`src/hdl/oc_map.svh`:
```
// register map, field positions, reset values and counts of the compare channel
`ifndef OC_MAP_SVH
`define OC_MAP_SVH
`define OC_ADDR_CON1 12'h000
`define OC_ADDR_CON2 12'h004
`define OC_ADDR_PRI 12'h008
`define OC_ADDR_SEC 12'h00c
`define OC_ADDR_TMR 12'h010
`define OC_ADDR_ISTAT 12'h014
`define OC_ADDR_IMASK 12'h018
`define OC_BIT_IDLE 13
`define OC_BIT_CSEL 10
`define OC_BIT_ENC 9
`define OC_BIT_ENB 8
`define OC_BIT_ENA 7
`define OC_BIT_STC 6
`define OC_BIT_STB 5
`define OC_BIT_STA 4
`define OC_BIT_TRIGGER_CLEAR_MODE 3
`define OC_BIT_TRIGGER_STATUS_FLAG 6
`define OC_BIT_PWM 0
`define OC_CON1_WMASK 16'h3ff8
`define OC_CON1_RESET 16'h0000
`define OC_IRQ_FA 0
`define OC_IRQ_FB 1
`define OC_IRQ_FC 2
`define OC_IRQ_TRIG 3
`define OC_IRQ_MATCH 4
`define OC_IRQ_W 5
`define OC_PIN_W 8
`endif

```
`src/hdl/oc_pkg.sv`:
```
// types shared by the compare channel modules
package oc_pkg;
  typedef enum logic [2:0] {
    CS_T2 = 3'b000,
    CS_T3 = 3'b001,
    CS_T4 = 3'b010,
    CS_T5 = 3'b011,
    CS_T1 = 3'b100,
    CS_RSV5 = 3'b101,
    CS_RSV6 = 3'b110,
    CS_PCLK = 3'b111
  } clk_sel_t;

  typedef struct packed {
    logic [7:0] s1;
    logic [7:0] s2;
  } sync_state_t;

  typedef struct packed {
    logic [15:0] con1;
    logic trig_stat;
    logic pwm_mode;
    logic [15:0] pri;
    logic [15:0] sec;
    logic [15:0] pri_buf;
    logic [15:0] sec_buf;
    logic [15:0] timer;
    logic [4:0] clk_prev;
    logic [4:0] istat;
    logic [4:0] imask;
    logic [31:0] prdata;
    logic pready;
    logic pslverr;
    logic irq;
    logic cmp_out;
  } top_state_t;
endpackage : oc_pkg

```
`src/hdl/oc_sync_if.sv`:
```
// raw and synchronised pin levels between the channel and its synchroniser
`timescale 1ns/100ps
interface oc_sync_if;
  logic [7:0] raw;
  logic [7:0] synced;
  modport owner (output raw, input synced);
  modport sync (input raw, output synced);
endinterface : oc_sync_if

```
`src/hdl/oc_pin_sync.sv`:
```
// two-stage synchroniser for the timer clock and fault pins
`timescale 1ns/100ps
module oc_pin_sync (
  input wire logic clk,
  input wire logic nrst,
  oc_sync_if.sync pins
);
  oc_pkg::sync_state_t s;
  oc_pkg::sync_state_t next_s;

  always_comb begin
    next_s = s;
    next_s.s1 = pins.raw;
    next_s.s2 = s.s1;
  end

  always_ff @(posedge clk or negedge nrst) begin
    if (!nrst) begin
      s <= '0;
    end else begin
      s <= next_s;
    end
  end

  assign pins.synced = s.s2;
endmodule : oc_pin_sync

```
`src/hdl/output_compare_control.sv`:
```
// compare channel control: first control register, fault inputs, trigger flag, APB slave
//
// Register access over APB and the register addresses were chosen for this implementation.
`include "oc_map.svh"
`timescale 1ns/100ps
module output_compare_control #(
  parameter int AW = 12
) (
  input wire logic clk,
  input wire logic nrst,
  input wire logic psel,
  input wire logic penable,
  input wire logic pwrite,
  input wire logic [AW-1:0] paddr,
  input wire logic [31:0] pwdata,
  input wire logic [3:0] pstrb,
  output logic [31:0] prdata,
  output logic pready,
  output logic pslverr,
  output logic irq,
  input wire logic cpu_idle,
  input wire logic timer1_clock_source,
  input wire logic timer2_clock_source,
  input wire logic timer3_clock_source,
  input wire logic timer4_clock_source,
  input wire logic timer5_clock_source,
  input wire logic fault_a_pin,
  input wire logic fault_b_pin,
  input wire logic fault_c_pin,
  output logic compare_out
);
  oc_pkg::top_state_t s;
  oc_pkg::top_state_t next_s;
  oc_sync_if pins ();

  // ---------------------------------------------------------------
  // pin synchronisation
  // ---------------------------------------------------------------
  assign pins.raw = {fault_c_pin, fault_b_pin, fault_a_pin, timer5_clock_source,
                     timer4_clock_source, timer3_clock_source, timer2_clock_source,
                     timer1_clock_source};

  oc_pin_sync u_sync (
    .clk(clk),
    .nrst(nrst),
    .pins(pins)
  );

  // ---------------------------------------------------------------
  // helpers
  // ---------------------------------------------------------------
  function automatic logic [15:0] lane_merge(input logic [15:0] old, input logic [31:0] wd,
                                             input logic [3:0] st);
    logic [15:0] r;
    r = old;
    if (st[0]) begin
      r[7:0] = wd[7:0];
    end
    if (st[1]) begin
      r[15:8] = wd[15:8];
    end
    return r;
  endfunction : lane_merge

  logic [4:0] rise;
  logic tick;
  logic halted;
  logic run;
  logic setup;
  logic wr;
  logic [AW-1:0] a;
  logic mapped;
  logic [31:0] rd;
  logic [2:0] en;
  logic [2:0] fpin;
  logic [15:0] wv;
  logic period_hit;
  logic pri_hit;
  oc_pkg::clk_sel_t csel;

  // ---------------------------------------------------------------
  // next state
  // ---------------------------------------------------------------
  always_comb begin
    next_s = s;
    a = paddr;
    setup = psel && !penable;
    wr = psel && penable && s.pready && pwrite;
    csel = oc_pkg::clk_sel_t'(s.con1[`OC_BIT_CSEL+2:`OC_BIT_CSEL]);
    rise = pins.synced[4:0] & ~s.clk_prev;
    next_s.clk_prev = pins.synced[4:0];
    en = {s.con1[`OC_BIT_ENC], s.con1[`OC_BIT_ENB], s.con1[`OC_BIT_ENA]};
    fpin = pins.synced[7:5];
    period_hit = s.timer == s.sec;
    pri_hit = s.timer == s.pri;
    wv = 16'h0000;
    // timer clocks arrive as levels; count on their rising edge
    case (csel)
      oc_pkg::CS_T2: tick = rise[1];
      oc_pkg::CS_T3: tick = rise[2];
      oc_pkg::CS_T4: tick = rise[3];
      oc_pkg::CS_T5: tick = rise[4];
      oc_pkg::CS_T1: tick = rise[0];
      oc_pkg::CS_PCLK: tick = 1'b1;
      // reserved selections leave the channel unclocked
      default: tick = 1'b0;
    endcase
    halted = s.con1[`OC_BIT_IDLE] && cpu_idle;
    run = tick && !halted;

    // channel time base
    if (run) begin
      if (s.pwm_mode && period_hit) begin
        next_s.timer = 16'h0000;
        next_s.pri = s.pri_buf;
        next_s.sec = s.sec_buf;
      end else begin
        next_s.timer = s.timer + 16'h0001;
      end
      if (pri_hit) begin
        if (!s.pwm_mode) begin
          next_s.cmp_out = ~s.cmp_out;
        end
      end
    end

    // register reads are captured in the setup cycle
    mapped = 1'b1;
    rd = 32'h0000_0000;
    case (a)
      `OC_ADDR_CON1: rd[15:0] = s.con1 & `OC_CON1_WMASK;
      `OC_ADDR_CON2: begin
        rd[`OC_BIT_TRIGGER_STATUS_FLAG] = s.trig_stat;
        rd[`OC_BIT_PWM] = s.pwm_mode;
      end
      `OC_ADDR_PRI: rd[15:0] = s.pwm_mode ? s.pri_buf : s.pri;
      `OC_ADDR_SEC: rd[15:0] = s.pwm_mode ? s.sec_buf : s.sec;
      `OC_ADDR_TMR: rd[15:0] = s.timer;
      `OC_ADDR_ISTAT: rd[`OC_IRQ_W-1:0] = s.istat;
      `OC_ADDR_IMASK: rd[`OC_IRQ_W-1:0] = s.imask;
      default: mapped = 1'b0;
    endcase
    next_s.pready = setup;
    next_s.pslverr = setup && !mapped;
    if (setup) begin
      next_s.prdata = mapped ? rd : 32'h0000_0000;
    end

    // software writes
    if (wr) begin
      case (a)
        `OC_ADDR_CON1: begin
          wv = lane_merge(s.con1, pwdata, pstrb);
          next_s.con1 = wv & `OC_CON1_WMASK;
        end
        `OC_ADDR_CON2: begin
          if (pstrb[0]) begin
            next_s.trig_stat = pwdata[`OC_BIT_TRIGGER_STATUS_FLAG];
            next_s.pwm_mode = pwdata[`OC_BIT_PWM];
          end
        end
        `OC_ADDR_PRI: begin
          wv = lane_merge(s.pri_buf, pwdata, pstrb);
          next_s.pri_buf = wv;
          if (!s.pwm_mode) begin
            next_s.pri = wv;
          end
        end
        `OC_ADDR_SEC: begin
          wv = lane_merge(s.sec_buf, pwdata, pstrb);
          next_s.sec_buf = wv;
          if (!s.pwm_mode) begin
            next_s.sec = wv;
          end
        end
        `OC_ADDR_TMR: next_s.timer = lane_merge(s.timer, pwdata, pstrb);
        `OC_ADDR_ISTAT: begin
          if (pstrb[0]) begin
            next_s.istat = s.istat & ~pwdata[`OC_IRQ_W-1:0];
          end
        end
        `OC_ADDR_IMASK: begin
          if (pstrb[0]) begin
            next_s.imask = pwdata[`OC_IRQ_W-1:0];
          end
        end
        default: begin
        end
      endcase
    end

    // trigger flag: hardware clear, then set, so a set in the same cycle wins
    if (s.con1[`OC_BIT_TRIGGER_CLEAR_MODE] && period_hit) begin
      next_s.trig_stat = 1'b0;
    end
    // event sets come after the software clear so a set in the same cycle wins
    if (run && pri_hit) begin
      next_s.trig_stat = 1'b1;
      next_s.istat[`OC_IRQ_TRIG] = 1'b1;
      next_s.istat[`OC_IRQ_MATCH] = 1'b1;
    end

    // fault status: disabling an input clears it; an enabled pin sets it
    if (!next_s.con1[`OC_BIT_ENA]) begin
      next_s.con1[`OC_BIT_STA] = 1'b0;
    end
    if (!next_s.con1[`OC_BIT_ENB]) begin
      next_s.con1[`OC_BIT_STB] = 1'b0;
    end
    if (!next_s.con1[`OC_BIT_ENC]) begin
      next_s.con1[`OC_BIT_STC] = 1'b0;
    end
    if (en[0] && fpin[0]) begin
      next_s.con1[`OC_BIT_STA] = 1'b1;
    end
    if (en[1] && fpin[1]) begin
      next_s.con1[`OC_BIT_STB] = 1'b1;
    end
    if (en[2] && fpin[2]) begin
      next_s.con1[`OC_BIT_STC] = 1'b1;
    end
    if (next_s.con1[`OC_BIT_STA] && !s.con1[`OC_BIT_STA]) begin
      next_s.istat[`OC_IRQ_FA] = 1'b1;
    end
    if (next_s.con1[`OC_BIT_STB] && !s.con1[`OC_BIT_STB]) begin
      next_s.istat[`OC_IRQ_FB] = 1'b1;
    end
    if (next_s.con1[`OC_BIT_STC] && !s.con1[`OC_BIT_STC]) begin
      next_s.istat[`OC_IRQ_FC] = 1'b1;
    end

    // output: PWM level, forced low while an enabled fault is latched
    if (s.pwm_mode) begin
      next_s.cmp_out = next_s.timer < next_s.pri;
    end
    if (|(next_s.con1[`OC_BIT_STC:`OC_BIT_STA] &
          {next_s.con1[`OC_BIT_ENC], next_s.con1[`OC_BIT_ENB], next_s.con1[`OC_BIT_ENA]})) begin
      next_s.cmp_out = 1'b0;
    end
    next_s.irq = |(next_s.istat & next_s.imask);
  end

  // ---------------------------------------------------------------
  // state register
  // ---------------------------------------------------------------
  always_ff @(posedge clk or negedge nrst) begin
    if (!nrst) begin
      s <= '0;
    end else begin
      s <= next_s;
    end
  end

  assign prdata = s.prdata;
  assign pready = s.pready;
  assign pslverr = s.pslverr;
  assign irq = s.irq;
  assign compare_out = s.cmp_out;
endmodule : output_compare_control
```
`config.mk`:
```
export PLATFORM = sky130hd
export DESIGN_NAME = output_compare_control
export DESIGN_NICKNAME = d
export VERILOG_FILES = /design/src/hdl/oc_pkg.sv /design/src/hdl/oc_sync_if.sv /design/src/hdl/oc_pin_sync.sv /design/src/hdl/output_compare_control.sv
export VERILOG_INCLUDE_DIRS = /design/src /design/src/hdl
export SDC_FILE = /design/constraint.sdc
export NUM_CORES = 1
export LEC_CHECK = 0
export ABC_AREA = 1
export BUFFER_PORTS_ARGS = -buffer_cell sky130_fd_sc_hd__buf_2
export CORE_UTILIZATION = 53
export DETAILED_ROUTE_END_ITERATION = 12
export PLACE_DENSITY = 0.74
export SKIP_CTS_REPAIR_TIMING = 1
export SYNTH_ARGS = -nofsm -noshare
export SYNTH_HDL_FRONTEND = slang
export SYNTH_SLANG_ARGS = --single-unit
```
`constraint.sdc`:
```
create_clock -name clk -period 5.4 [get_ports clk]
set_input_delay 0.54 -clock clk [delete_from_list [all_inputs] [get_ports clk]]
set_output_delay 0.54 -clock clk [all_outputs]
set_load 0.05 [all_outputs]
```
==> results.cfg <==
[floorplanning]
core_area_mm2 = 0.0153
start_util = 0.546
chipWidth_um = 128
die_h_um = 128
ios = 98
rows = 45
die-area_mm2 = 0.0163

[setup_path]
cp_max_fo = 11
endpoint_kind = flip-flop
start_kind = flip-flop
path_buf_inv = 3
crit_arrival_ns = 4.13
crit_slowest_cell = nor2_1
crit_top_cell = nand2_1
crit_family = simple AND/OR/NAND/NOR gates
critPathMaxStageDelay_ns = 0.45
critical_path_class = flip-flop to flip-flop
cp.required_ns = 5.75
crit_chain = nand4_1 > inv_1 > nand2_1 > inv_2 > nor2_1 > inv_1 > nor2_1 > nand2_1 > o31ai_1 > ha_1 > nand2_1 > nor2_1 > a211oi_1 > o221a_2 > nand2_1 > a21oi_2

[cts]
cts_made_buffers = 17
cts-root-buf = clkbuf_16
cts_tree = yes
clk_pin_slew_ns = 0.06
clock_latency_ns = 0.43
cts_buffer_depth = 2
htreeDepth = 4
cts.sinks = 144

[sta]
report.final.slew_viol_count = 0
fin_ws_ns = 1.62
grt_setup_unrepaired = false
timing.fmax_mhz = 265
finalSetupViolCount = 0
final.setup_skew_ns = 0.00725
min_period_over_period = 0.699
tns_ns = 0
fin_crit_ns = 3.78
tightest_slew_ns = 0.875
hold_violations = 0
slew_headroom = 0.416

[hold_path]
hold_path_class = primary input to asynchronous set/reset pin

[synth]
synth_area_leaders = dfrtp_1 43%, nand2_1 11%, o21ai_0 9.2%, inv_1 5.9%, nor2_1 3.2%
postSynthCellCount = 1085
yosys.area_share.simple = 0.209
synth.most_common_cell = nand2_1
ys_seq_area_frac = 0.431
synth_edf_count = 0
ys_warn_count = 0
ys_top_cells_by_count = 238 x nand2_1, 153 x o21ai_0, 144 x dfrtp_1
synth-xor-area-share = 0.0199
ys_ff_latch = 144
synthArstFlopShare = 1.00
mappedNetlistArea_mm2 = 0.00835
synth_top_area_frac = 0.431
synth_mux_area_frac = 0.0126
synth.distinct_cells = 52
synthFlopType = dfrtp_1
synthAdderAreaFrac = 0.0240
yosys.area.top_type = dfrtp_1
avgSynthCellArea_um2 = 7.70
synth_top_family_by_area = simple AND/OR/NAND/NOR gates
synth_compound_area_frac = 0.189

[outcome]
status = complete, no violations

[job]
maxCapViolCount = 0

[route]
vias_per_cell = 5.78
ant_nets = 0
drtPass1Iterations = 7
drcViolationCount = 0
drt-initial-drc-count = 921
totalWireLength_um = 23300
drt-wirelength-per-cell_um = 17.4
route.vias.total = 7730

[layout]
seq_area_mm2 = 0.00360
diodes = 0
num-fill-cells = 1380
final_nets = 1192
drive_above_1_share = 0.128
multi_input_area_mm2 = 0.00386
syn2layout_area_growth_pct = 10.7

[power_and_ir_drop]
seq_power_share = 0.413
clockPowerShare = 0.425
p_leak_nw = 4.50
comb_power_share = 0.162
p_int_w = 0.00203
p_per_area_mw_per_mm2 = 311
p_switching_w = 0.000849
swShare = 0.295
irDropWorstVdd_mv = 0.237

[global_route]
grt-ovfl-total = 0
antenna_found_initial = 0
grt_pass1_wl_um = 37100
grt_pass1_vias = 7127
grt_max_degree = 98
grt_usage = 0.303

[placement]
place_hpwl_um = 16000
port-buffer-count = 63
place_congestion = 0.982
pre_cts_ws_ns = 1.36
-- worst paths after layout --
kind                                     start                    end  slack [ns]  cells after the start
max                                     pready            compare_out        1.62                     16
min                                       nrst                 s[113]        0.20                      1
max reg2reg                             pready            compare_out        1.62                     16
min reg2reg                   u_sync.next_s[6]  u_sync.pins.synced[6]        0.35                      0
max in group asynchronous                 nrst                pslverr        4.01                      2
min in group clk           timer5_clock_source       u_sync.next_s[4]        0.21                      1
-- registers in the layout, indices dropped and copies added (netlist names), 3 cells and up --
signal              cells
u_sync.next_s           8
en                      3
prdata                 16
csel                    3
s                     102
u_sync.pins.synced      8
-- kinds of logic (layout without fill, tap and decap cells) --
| group | count (synthesis) | in the layout |
|---|---|---|
| flip-flops | 144 | 144 |
| other | 1 | 16 |
| buffers and inverters | 217 | 244 |
| adder cells (fa/ha/maj) | 16 | 16 |
| multiplexers | 10 | 10 |
| AND/OR/NAND/NOR | 400 | 400 |
| XOR/XNOR | 19 | 19 |
| AO/OA/AOI/OAI | 278 | 278 |
-- cell usage in the layout, fill, tap and decap left out, types with 3 or more instances in the layout --
cell and n:
nand2_2 4, inv_1 131, o21ai_1 3, a221oi_1 9
mux2i_1 6, nand3_1 39, a21oi_1 50, dfrtp_1 144
o21ai_0 153, o22ai_1 20, nor2_4 4, xor2_1 4
nor4_1 3, o31ai_1 4, nor3_1 10, xnor2_1 15
nand4_1 12, clkbuf_16 17, inv_2 9, nor2_1 72
buf_4 7, mux2_2 4, bufinv_16 3, clkinvlp_4 3
nor3_2 3, ha_1 16, a211oi_1 4, nand2_1 238
a32o_1 3, o211ai_1 21, buf_2 62, nor2_2 7
conb_1 16
-- per-stage QoR --
step / utilization / hold WS [ns] / power [W] / instances / instance area, um^2
2_1_floorplan: - / 0.244 / 0.00153 / 1100 / 8410
3_3_place_gp: 0.564 / 0.331 / 0.00165 / 1306 / 8630
3_5_place_dp: 0.564 / 0.336 / 0.00166 / 1306 / 8630
4_1_cts: 0.604 / 0.210 / 0.00288 / 1338 / 9250
5_1_grt: 0.604 / 0.207 / 0.00300 / 1338 / 9250
6_report: 0.604 / 0.196 / 0.00288 / 1338 / 9250
-- power groups by stage --
stage               registers, W  logic [W]  clock network, W
global placement         0.00120   0.000445                 0
global route             0.00120   0.000528           0.00127
finish                   0.00119   0.000466           0.00122
floorplan                0.00118   0.000347                 0
detailed placement       0.00120   0.000454                 0
CTS                      0.00119   0.000459           0.00123
-- cell type report --
cell class | instances | share of cell area
multi-input cells | 739 | 0.417
flip-flops and latches | 144 | 0.390
inverters | 142 | 0.0576
clock buffers | 20 | 0.0494
repair buffers | 70 | 0.0405
well taps | 211 | 0.0286
clock inverters | 12 | 0.0171
-- routing by layer --
metal / share of wire / up-vias / track usage
met5: 0 / - / 0
met4: 0.031 / 0 / 0.122
met3: 0.098 / 67 / 0.0674
met2: 0.44 / 413 / 0.467
met1: 0.43 / 3647 / 0.414
li1: - / 3603 / -
Power figures use the tool's default switching activity.
